[config.mk]
export PLATFORM = sky130hd
export DESIGN_NAME = pdc_power_down_entry_control
export DESIGN_NICKNAME = d
export VERILOG_FILES = /design/src/logic/pdc_pkg.sv /design/src/logic/pdc_power_down_entry_control.sv
export VERILOG_INCLUDE_DIRS = /design/src /design/src/logic
export SDC_FILE = /design/constraint.sdc
export NUM_CORES = 1
export LEC_CHECK = 0
export ABC_AREA = 1
export BUFFER_PORTS_ARGS = -buffer_cell sky130_fd_sc_hd__buf_2
export CORE_UTILIZATION = 35
export CTS_CLUSTER_DIAMETER = 200
export DETAILED_ROUTE_END_ITERATION = 7
export PLACE_DENSITY = 0.71
export REMOVE_ABC_BUFFERS = 1
export SYNTH_ARGS = -nofsm -noshare
export SYNTH_HDL_FRONTEND = slang
export SYNTH_SLANG_ARGS = --single-unit
[constraint.sdc]
create_clock -name clk -period 1.3 [get_ports clk]
set_input_delay 0.26 -clock clk [delete_from_list [all_inputs] [get_ports clk]]
set_output_delay 0.26 -clock clk [all_outputs]
set_load 0.01 [all_outputs]
[src/logic/pdc_map.svh]
`ifndef PDC_MAP_SVH
`define PDC_MAP_SVH

// number of port 2 wake pins
`define PDC_P2_W 16
// reset value of the wake-source select
`define PDC_CFG_RST 1'b0
// reset value of the interrupt pin synchroniser, its idle high level
`define PDC_NMI_RST 1'b1
// clock frequency limit for external wake-up from either source, in MHz
`define PDC_WAKE_LIMIT_MHZ 55
// core clock rate, in MHz
`define PDC_CLK_MHZ 20

`endif

[src/logic/pdc_pkg.sv]
package pdc_pkg;
  // power state, one-hot
  typedef enum logic [1:0] {
    PDC_RUN = 2'b01,
    PDC_DOWN = 2'b10
  } pdc_state_e;
endpackage

[src/logic/pdc_power_down_entry_control.sv]
`include "pdc_map.svh"
`timescale 1ns/1ps
`default_nettype none

module pdc_power_down_entry_control (
  input wire logic clk,
  input wire logic nrst,
  input wire logic power_down_instruction,
  input wire logic wake_source_config_bit,
  input wire logic [`PDC_P2_W-1:0] p2_wake_enable,
  input wire logic [`PDC_P2_W-1:0] p2_active_high,
  input wire logic [`PDC_P2_W-1:0] p2_pin,
  input wire logic nmi_pin,
  input wire logic [7:0] cpu_clk_mhz,
  output logic power_down,
  output logic pd_ignored,
  output logic wake_event,
  output logic wake_unsupported
);

  // two-flop synchronisers for the external pins
  logic [`PDC_P2_W-1:0] p2_meta;
  logic [`PDC_P2_W-1:0] p2_sync;
  logic nmi_meta;
  logic nmi_sync;
  logic nmi_sync_d;
  // power state and its next value
  pdc_pkg::pdc_state_e state;
  pdc_pkg::pdc_state_e next_state;
  // wake-source qualification terms
  logic [`PDC_P2_W-1:0] p2_hit;
  logic p2_any_active;
  logic entry_blocked;
  logic take_entry;
  logic refuse_entry;
  logic nmi_fall;
  logic over_limit;

  // port 2 pins into the clock domain, low at reset
  always_ff @(posedge clk or negedge nrst) begin
    if (!nrst) begin
      p2_meta <= '0;
      p2_sync <= '0;
    end else begin
      p2_meta <= p2_pin;
      p2_sync <= p2_meta;
    end
  end

  // interrupt pin into the clock domain, reset to its idle high level
  // so a pin held high across reset blocks entry from the first edge
  always_ff @(posedge clk or negedge nrst) begin
    if (!nrst) begin
      nmi_meta <= `PDC_NMI_RST;
      nmi_sync <= `PDC_NMI_RST;
    end else begin
      nmi_meta <= nmi_pin;
      nmi_sync <= nmi_meta;
    end
  end

  // delayed copy for the falling-edge detector, fed by the second flop only
  always_ff @(posedge clk or negedge nrst) begin
    if (!nrst) begin
      nmi_sync_d <= `PDC_NMI_RST;
    end else begin
      nmi_sync_d <= nmi_sync;
    end
  end

  // per-pin wake qualification: enabled and at its active level
  genvar gi;
  generate
    for (gi = 0; gi < `PDC_P2_W; gi++) begin : g_p2_hit
      assign p2_hit[gi] = p2_wake_enable[gi] && (p2_sync[gi] == p2_active_high[gi]);
    end
  endgenerate

  // entry decision from the selected wake source
  assign p2_any_active = |p2_hit;
  assign entry_blocked = wake_source_config_bit ? p2_any_active
                                                : nmi_sync;
  assign take_entry = power_down_instruction && (state == pdc_pkg::PDC_RUN)
                      && !entry_blocked;
  assign refuse_entry = power_down_instruction && (state == pdc_pkg::PDC_RUN)
                        && entry_blocked;
  assign nmi_fall = nmi_sync_d && !nmi_sync;
  assign over_limit = cpu_clk_mhz > 8'(`PDC_WAKE_LIMIT_MHZ);

  // power state transitions; reset (nrst) always exits at any clock rate
  always_comb begin
    next_state = state;
    case (state)
      // run: a clean request enters power-down
      pdc_pkg::PDC_RUN: begin
        if (take_entry) begin
          next_state = pdc_pkg::PDC_DOWN;
        end
      end
      // down: leave on a wake from the selected source
      pdc_pkg::PDC_DOWN: begin
        if (wake_event) begin
          next_state = pdc_pkg::PDC_RUN;
        end
      end
      // illegal code falls back to run
      default: begin
        next_state = pdc_pkg::PDC_RUN;
      end
    endcase
  end

  // state register, reset exit is unconditional
  always_ff @(posedge clk or negedge nrst) begin
    if (!nrst) begin
      state <= pdc_pkg::PDC_RUN;
    end else begin
      state <= next_state;
    end
  end

  // external wake from power-down
  assign wake_event = (state == pdc_pkg::PDC_DOWN) &&
                      (wake_source_config_bit ? p2_any_active : nmi_fall);
  assign power_down = (state == pdc_pkg::PDC_DOWN);

  // flag a wake at a clock above the supported limit
  always_ff @(posedge clk or negedge nrst) begin
    if (!nrst) begin
      wake_unsupported <= 1'b0;
    end else begin
      wake_unsupported <= wake_event && over_limit;
    end
  end

  // one-cycle pulse for a refused request
  always_ff @(posedge clk or negedge nrst) begin
    if (!nrst) begin
      pd_ignored <= 1'b0;
    end else begin
      pd_ignored <= refuse_entry;
    end
  end

  // interrupt pin high refuses entry
  chk_nmi_blocks: assert property (@(posedge clk) disable iff (!nrst)
    (power_down_instruction && !wake_source_config_bit && nmi_sync && !power_down)
    |=> !power_down && pd_ignored)
    else $error("entry taken with interrupt pin high");

  // active enabled wake pin refuses entry
  chk_p2_blocks: assert property (@(posedge clk) disable iff (!nrst)
    (power_down_instruction && wake_source_config_bit && p2_any_active && !power_down)
    |=> !power_down && pd_ignored)
    else $error("entry taken with wake pin active");

  // clean request enters power-down
  chk_entry_taken: assert property (@(posedge clk) disable iff (!nrst)
    (power_down_instruction && !power_down &&
     (wake_source_config_bit ? !p2_any_active : !nmi_sync))
    |=> power_down && !pd_ignored)
    else $error("clean entry not taken");

  // power-down only follows a request
  chk_no_spont_down: assert property (@(posedge clk) disable iff (!nrst)
    $rose(power_down) |-> $past(power_down_instruction))
    else $error("power-down without request");

  // limit flag follows the clock rate at the wake
  chk_wake_limit: assert property (@(posedge clk) disable iff (!nrst)
    wake_event |=> (wake_unsupported == ($past(cpu_clk_mhz) > 8'(`PDC_WAKE_LIMIT_MHZ))))
    else $error("wake limit flag wrong");

  // power-down holds until a wake
  chk_down_holds: assert property (@(posedge clk) disable iff (!nrst)
    (power_down && !wake_event)
    |=> power_down)
    else $error("power-down left without wake");

  // a wake always returns to run
  chk_wake_exit: assert property (@(posedge clk) disable iff (!nrst)
    wake_event
    |=> !power_down)
    else $error("wake did not leave power-down");

  // interrupt falling edge wakes under the interrupt source
  chk_nmi_wake: assert property (@(posedge clk) disable iff (!nrst)
    (power_down && !wake_source_config_bit && nmi_sync_d && !nmi_sync)
    |-> wake_event)
    else $error("interrupt edge did not wake");

  // active enabled pin wakes under the port source
  chk_port_wake: assert property (@(posedge clk) disable iff (!nrst)
    (power_down && wake_source_config_bit && p2_any_active)
    |-> wake_event)
    else $error("wake pin did not wake");

  // a refused request never shows power-down
  chk_ignore_excl: assert property (@(posedge clk) disable iff (!nrst)
    pd_ignored
    |-> !power_down)
    else $error("refused request entered power-down");

  // state code stays one-hot
  chk_state_onehot: assert property (@(posedge clk) disable iff (!nrst)
    $onehot(state))
    else $error("power state code not one-hot");

  // limit flag only follows a wake
  chk_unsup_pulse: assert property (@(posedge clk) disable iff (!nrst)
    wake_unsupported
    |-> $past(wake_event))
    else $error("limit flag without wake");

endmodule

`default_nettype wire

# [Word-level counts from Yosys, hierarchy flattened]
# Cells that the tools add are included.
[classes] n_addsub=0 mul=0 div_mod_pow=0 n_lt_le_gt_ge=1 eq_ne=20 shifts=0 n_mux=5 bitwise_logic=0 reduce_logical=26
[op_table] operator="1-bit logical AND" n=22
[op_table] operator="1-bit == test" n=16
[op_table] operator="16-bit OR reduction" n=1
[op_table] operator="8-bit by 6-bit greater-than comparator with 1-bit output (second input constant)" n=1
[op_table] operator="2-bit 2-to-1 mux" n=2
[op_table] operator="2-bit case mux with 2 select lines" n=1
[op_table] operator="2-bit by 1-bit == test with 1-bit output (second input constant)" n=1
[op_table] operator="2-bit == test (second input constant)" n=1
[op_table] operator="1-bit zero test" n=2
[op_table] operator="1-bit 2-to-1 mux" n=2
[op_table] operator="2-bit by 1-bit inequality test with 1-bit output (second input constant)" n=1
[op_table] operator="2-bit inequality test (second input constant)" n=1
[op_table] operator="2-bit AND reduction" n=1
[word_totals] ff_bits=39 latch_bits=0 mem_bits_rw=0 rom_bits=0 output_inout_bits=4 elab_cells=60 memories=0

# [Depth between registers and ports, before layout]
# Gate-level depths: netlist of the first run.
[depth] word_depth=8 ltp_mapped=10

# [Worst setup path before layout of the first run]
# Ideal clock, no wire load.
[synth_path] path_type="reg2out" start="register p2_sync[13]" end="output wake_event" arrival_time_ns=0.964 required_ns=1.040 slack_ns=0.076 stages_incl_launch_ff=9 path_buffers=0 path_cell_list="dfrtp_1 -> inv_1 -> nand2_1 -> nand3_2 -> nand2_2 -> nor2_2 -> nand3_2 -> o21bai_2 -> nor2_1"
[synth_via] elab_chain_len=5
[synth_rtl] item="start, declared" line="pdc_power_down_entry_control.sv:23" rtl="logic [`PDC_P2_W-1:0] p2_sync;"
[synth_rtl] item="start signal, assigned" line="pdc_power_down_entry_control.sv:46" rtl="p2_sync <= p2_meta;"
[synth_rtl] item="1-bit == test" line="pdc_power_down_entry_control.sv:75" rtl="assign p2_hit[gi] = p2_wake_enable[gi] && (p2_sync[gi] == p2_active_high[gi]);"
[synth_rtl] item="1-bit logical AND" line="pdc_power_down_entry_control.sv:75"
[synth_rtl] item="16-bit OR reduction" line="pdc_power_down_entry_control.sv:80" rtl="assign p2_any_active = |p2_hit;"
[synth_rtl] item="1-bit 2-to-1 mux" line="pdc_power_down_entry_control.sv:124" rtl="(wake_source_config_bit ? p2_any_active : nmi_fall);"
[synth_rtl] item="1-bit logical AND" line="pdc_power_down_entry_control.sv:123" rtl="assign wake_event = (state == pdc_pkg::PDC_DOWN) &&"
[synth_rtl] item="end, declared" line="pdc_power_down_entry_control.sv:17" rtl="output logic wake_event,"
# No other way between the ends.

# [Worst setup path after layout of the first run]
# Same ends and word-level chain as after synthesis.

==> summary.md, run 1 <==
| Metric | Value |
|---|---|
| Clock tree from TritonCTS | built |
| Antenna-violating nets left | 0 |
| Routed via count | 1121 |
| Tot GR Track Use | 12.1% |
| Final nets | 283 |
| DRT Wirelength | 2330 µm |
| Leakage | 1.14 nW |
| Reg2reg path depth | 13 |
| Slew margin rel. | 86.9% |
| CTS Sinks | 39 |
| Clock Path Buffers | 2 |
| Multiplexer area fraction after synthesis | 0% |
| Clk pwr share | 34.9% |
| Hold_sp | nmi_pin |
| WP data required | 1.04 ns |
| Final Hold Viols | 0 |
| Skew-Pair Late Insertion Delay | 0.28 ns |
| Cells after Synth | 149 |
| Starting Density | 36.8% |
| Seq/Total Area, Yosys | 66.2% |
| Initial antenna violation count | 0 |
| GR peak layer | met2 |
| Die Wd | 67.1 µm |
| FF-to-FF setup slack | -0.20 ns |
| Final Skew | 0.00337 ns |
| Setup violations, final | 4 |
| Half-perimeter wire length after placement | 1830 µm |
| Grt ovf | 0 |
| Core area | 0.00403 mm² |
| Warnings, synthesis | 0 |
| Min-Delay Path Depth | 1 |
| Peak VDD IR | 0.974 mV |
| Share of cells above drive strength 1 | 42.6% |
| Met3 Usage GRT | 4.79% |
| Post-route DRC | 0 |
| Failing checks | negative setup slack |
| Critical path startpoint category | flop |
| Post-synthesis simple-gate area fraction | 20.8% |
| Avg Inst Size Synth | 9.94 µm² |
| Synthesis-to-finish area growth | 37.0% |
| Final setup margin | -0.407 ns |
| Max FO, Critical Path | 2 |
| Worst EP arrival | 1.45 ns |
| Fin area | 0.00203 mm² |
| Worst slew pin tran | 0.197 ns |
| Flop pwr share | 54.5% |
| Main combinational cell family by area after synthesis | simple AND/OR/NAND/NOR gates |
| CP Class | reg -> out |
| Hold Crit Class | in -> reg |
| Placer Congestion | 0.731 |
| P per Cell Area | 1180 mW/mm² |
| Syn Std Cell Area | 0.00148 mm² |
| Crit path capture type | output pin |
| Port Buffers | 61 |
| Clk pin slew, worst setup/hold paths | 0.07 ns |
| Crit. Startpoint | p2_sync[13] |
| I/O pin total | 65 |
| Largest net degree at the start of global routing | 40 |
| Setup TNS Final | -0.898 ns |
| Placed cell areas | 0.00188 mm² |
| H-tree Lvls | 2 |
| Diode count | 0 |
| P_int | 1.84 mW |
| DR iter-0 viols | 36 |
| WHS Endpoint | nmi_meta |
| Post-synthesis adder-cell area fraction | 0% |
| Setup WS pre-CTS | -0.121 ns |
| Clock Tree Root | clkbuf_8 |
| Cell variety after synth | 18 |
| Number of iterations in the first detailed-routing pass | 2 |
| Chip height | 67.1 µm |
| Cts bufs inserted | 5 |
| Status | complete, but fails checks |
| Xor/xnor share of the synthesized area | 0.591% |
| Net Sw Power | 546 µW |
| Max-cap viol count | 0 |
| Routed wire per std cell | 8.55 µm |
| Rows | 23 |
| Worst reg2reg endpoint | state[0] |
| Switching portion of total power | 22.9% |
| Reg-to-reg startpoint | p2_sync[13] |
| Fillers | 398 |
| Vias in the first global route | 1000 |
| Total power | 2.39 mW |
| Fin crit period | 1.71 ns |
| Compound-Gate Fraction of Synth Area | 3.55% |
| Die ar. | 0.00450 mm² |
| Pins Over Slew Limit | 0 |
| Synth Register Bits | 39 |
| First-pass GRT wire length | 3750 µm |
| Fin util | 50.4% |
| M2 GR Usage | 21.4% |
| Vias per inst | 4.11 |
| RSZ-0062 raised after global routing | yes |
| Gate power share | 10.6% |
| Crit share post-route | 131% |
| Fmax | 586 MHz |
| Met1 Resource Use GR | 11.2% |
## repair_timing
item                                    CTS  global route
cloned                                    0             0
setup buffers                             1             1
endpoints found under the hold margin    35             0
resized for setup                         3             3
endpoints found under the setup margin    3             6
pin swaps                                 3             3
hold buffers                              1             0
## registers in the layout, summed over array words and instances (netlist names)
register	flops
nmi_sync_d	1
nmi_meta	1
wake_unsupported	1
p2_sync	16
nmi_sync	1
p2_meta	16
pd_ignored	1
state	2
## power groups by stage
stage,Sequential (mW),Combinational (mW),Clock (mW)
after floorplan,1.32,0.104,0
after global placement,1.32,0.238,0
after detailed placement,1.32,0.244,0
after CTS,1.30,0.255,0.873
after global routing,1.31,0.291,0.915
final,1.30,0.254,0.832
## layout make-up
cell class,instances,area [µm²],share of cell area (%)
inverters,35,131,6.47
clock inverters,2,16.3,0.801
multi-input cells,75,392,19.3
well taps,50,62.6,3.08
repair buffers,66,364,17.9
clock buffers,6,82.6,4.07
flip-flops and latches,39,981,48.3
## kinds of logic (layout without fill, tap and decap cells)
family          count (synthesis)  in the layout
xor+xnor                        1              1
buf+inv                        35            109
flops                          39             39
simple gates                   67             67
compound gates                  7              7
## how the worst max path moves through the flow
stage,to,slack (ns),cells past startpoint
CTS,wake_event,-0.43,9
global route,wake_event,-0.53,9
finish,wake_event,-0.41,9
global placement,wake_event,-0.10,9
detailed placement,wake_event,-0.12,9
floorplan,wake_event,0.08,8
## Yosys cell counts (all sizes together)
| cell | n | area, µm² |
|---|---|---|
| a311o | 1 | 10.0 |
| o21bai | 2 | 18.8 |
| dfrtp | 35 | 876 |
| a21oi | 1 | 5.00 |
| nor3 | 2 | 10.0 |
| xor2 | 1 | 8.76 |
| nand2 | 40 | 158 |
| nand3 | 13 | 85.1 |
| dfstp | 4 | 105 |
| nor2 | 12 | 55.1 |
| inv | 35 | 131 |
| o21ai | 3 | 18.8 |
## worst max-delay path, stage by stage, from the launching register on
cell	delay [ns]
dfrtp_1	0.39
inv_1	0.06
nand2_1	0.05
nand3_2	0.07
nand2_2	0.05
nor2_2	0.12
nand3_2	0.12
o21bai_4	0.13
nor2_1	0.05
buf_2	0.13
## metal layers
layer / vias up / routed length [µm]
li1: 584 / -
met1: 491 / 920
met2: 38 / 1190
met3: 8 / 172
met4: 0 / 55
met5: - / 0
## stage by stage
step,std cells,hold slack [ns]
6_report,273,0.0668
5_1_grt,273,0.0531
4_1_cts,272,0.0532
3_5_place_dp,262,0.239
3_3_place_gp,262,0.237
2_1_floorplan,149,-0.0356
## cell usage in the layout (no fill, tap or decap), drive strengths merged
cell type    netlist  final
clkinvlp           0      1
nor2              12     12
dfstp              4      4
o21ai              3      3
nand2             40     40
clkbuf             0      6
inv               35     35
dfrtp             35     35
a21oi              1      1
dlygate4sd3        0      1
xor2               1      1
a311o              1      1
nor3               2      2
clkinv             0      1
nand3             13     13
buf                0     65
o21bai             2      2
Note: power is estimated with default switching activity, not from simulation.
==> inputs of run 2 (changes only) <==
Settings changed: PLACE_DENSITY 0.71 to 0.73.
Clock period 1.3 ns to 1.49 ns, I/O delays scaled along.
==> run 2 against run 1 <==
- the flow still finishes with violations (negative setup slack)
- critical path depth unchanged
- hold slack got worse by 0.029 ns
- sequential power decreased by 13%
- non-clock buffer count decreased by 1
- highest routed layer unchanged
- critical endpoint unchanged
==> summary.md, run 2 (synthesis results as in run 1) <==
| Metric | Value |
|---|---|
| Status | complete, but fails checks |
| Failing checks | negative setup slack |
| Fin crit period | 1.77 ns |
| Tot GR Track Use | 12.1% |
| Final setup margin | -0.279 ns |
| Cts hold-fix bufs | 0 |
| Clk pin slew, worst setup/hold paths | 0.07 ns |
| Max incr delay on CP | 0.39 ns |
| Slew margin rel. | 69.4% |
| Peak VDD IR | 0.687 mV |
| Fmax | 565 MHz |
| Skew-Pair Late Insertion Delay | 0.29 ns |
| Die ar. | 0.00450 mm² |
| WP data required | 1.19 ns |
| Half-perimeter wire length after placement | 1860 µm |
| Crit share post-route | 119% |
| Max-cap viol count | 0 |
| Highest routed layer | met4 |
| Grt ovf | 0 |
| DRT Wirelength | 2480 µm |
| Net Sw Power | 498 µW |
| Worst EP arrival | 1.47 ns |
| Number of iterations in the first detailed-routing pass | 4 |
| P per Cell Area | 1150 mW/mm² |
| Flop pwr share | 47.3% |
| Antenna-violating nets left | 0 |
| Vias per inst | 4.25 |
| Routed via count | 1157 |
| Fin area | 0.00209 mm² |
| Gate power share | 10.0% |
| Wire length on met2 | 1370 µm |
| Slowest CP cell | dfrtp_1 |
| Post-route DRC | 0 |
| Total power | 2.40 mW |
| Share of cells above drive strength 1 | 46.8% |
| Final nets | 282 |
| P_int | 1.90 mW |
| Hold Crit Class | in -> async |
| Commonest non-fill, non-tap cells in the layout | buf_2 (61), dfrtp_1 (35), inv_1 (33), nand2_1 (33), nand3_2 (9) |
| Fillers | 391 |
| Clock Path Buffers | 2 |
| Vias in the first global route | 996 |
| Routed wire per std cell | 9.13 µm |
| Placer Congestion | 0.713 |
| Clk pwr share | 42.7% |
| WL met3 | 157 µm |
| Setup violations, final | 1 |
| DR iter-0 viols | 31 |
| H-tree Lvls | 2 |
| CP Class | reg -> out |
| Cts bufs inserted | 5 |
| I/O pin total | 65 |
| RSZ-0062 raised after global routing | yes |
| Pins Over Slew Limit | 0 |
| Regs by FF count | p2_meta x16, p2_sync x16, state x2 |
| Initial antenna violation count | 0 |
| Final Skew | 0.00451 ns |
| Die Wd | 67.1 µm |
| Switching portion of total power | 20.8% |
| Core area | 0.00403 mm² |
| Fin util | 51.9% |
| Crit path capture type | output pin |
| Largest net degree at the start of global routing | 40 |
| Diode count | 0 |
| Starting Density | 36.8% |
| Placed cell areas | 0.00186 mm² |
| Clock Tree Root | clkbuf_8 |
| CTS Sinks | 39 |
| Clock tree from TritonCTS | built |
| Wl on met1 | 906 µm |
| Leakage | 1.16 nW |
| First-pass GRT wire length | 3830 µm |
| Final Hold Viols | 0 |
| Rows | 23 |
| Commonest non-fill, non-tap cell in the layout | buf_2 |
| Critical path startpoint category | flop |
| Port Buffers | 61 |
| Setup TNS Final | -0.279 ns |
| Setup WS pre-CTS | 0.00109 ns |
| Worst path cell trace | inv_1 -> nand2_1 -> nand3_2 -> nand2_2 -> nor2_4 -> nand3_4 -> o21bai_4 -> nor2_1 -> buf_2 |
| Max FO, Critical Path | 2 |
| Chip height | 67.1 µm |
| Worst slew pin tran | 0.459 ns |
| Synthesis-to-finish area growth | 41.2% |
-- run 2: critical path, delay by kind of cell (launching register included) --
family,cells,cell delay [ns]
AND/OR/NAND/NOR,6,0.46
flip-flops,1,0.39
buffers and inverters,2,0.19
AO/OA/AOI/OAI,1,0.14
-- run 2: path summary, 6_finish.rpt --
path,startpoint,to,slack (ns),depth (start not counted)
setup / recovery,p2_sync[14],wake_event,-0.28,9
hold / removal,nrst,p2_meta[10],0.04,2
setup reg to reg,p2_sync[14],state[0],0.06,12
hold reg to reg,p2_meta[4],p2_sync[4],0.35,0
max in group asynchronous,nrst,nmi_meta,1.10,2
min in group clk,nmi_pin,nmi_meta,0.10,1
-- run 2: power groups by stage --
stage | logic (mW) | registers (mW) | clock network (mW)
after floorplan | 0.0903 | 1.15 | 0
after global placement | 0.203 | 1.15 | 0
after detailed placement | 0.209 | 1.16 | 0
after CTS | 0.212 | 1.13 | 1.05
after global routing | 0.272 | 1.14 | 1.10
final | 0.239 | 1.13 | 1.02
-- run 2: cell type report --
type                       instances  area, µm²  share of cell area, %
tap                               50       62.6                   2.99
clock inverter                     3       67.6                   3.23
inverter                          35        131                   6.28
multi-input combinational         75        445                   21.3
clock buffer                       5       68.8                   3.29
timing repair buffer              65        335                   16.0
sequential                        39        981                   46.9
-- run 2: per-stage QoR --
stage               hold WS [ns]  instances
global placement           0.333        262
detailed placement         0.335        262
finish                    0.0376        272
global route              0.0856        272
CTS                       0.0538        270
floorplan                0.00241        149
-- run 2: what timing repair did --
action / in CTS / in global routing
buffers inserted: 0 / 2
setup endpoints to repair: 1 / 2
hold endpoints to repair: 0 / 0
pin swaps: 0 / 12
gates resized for setup: 1 / 16
-- run 2: metal layers --
layer,vias up,track usage (%)
met5,-,0
met4,0,5.59
met3,5,5.82
met2,31,21.3
met1,537,11.8
li1,584,-
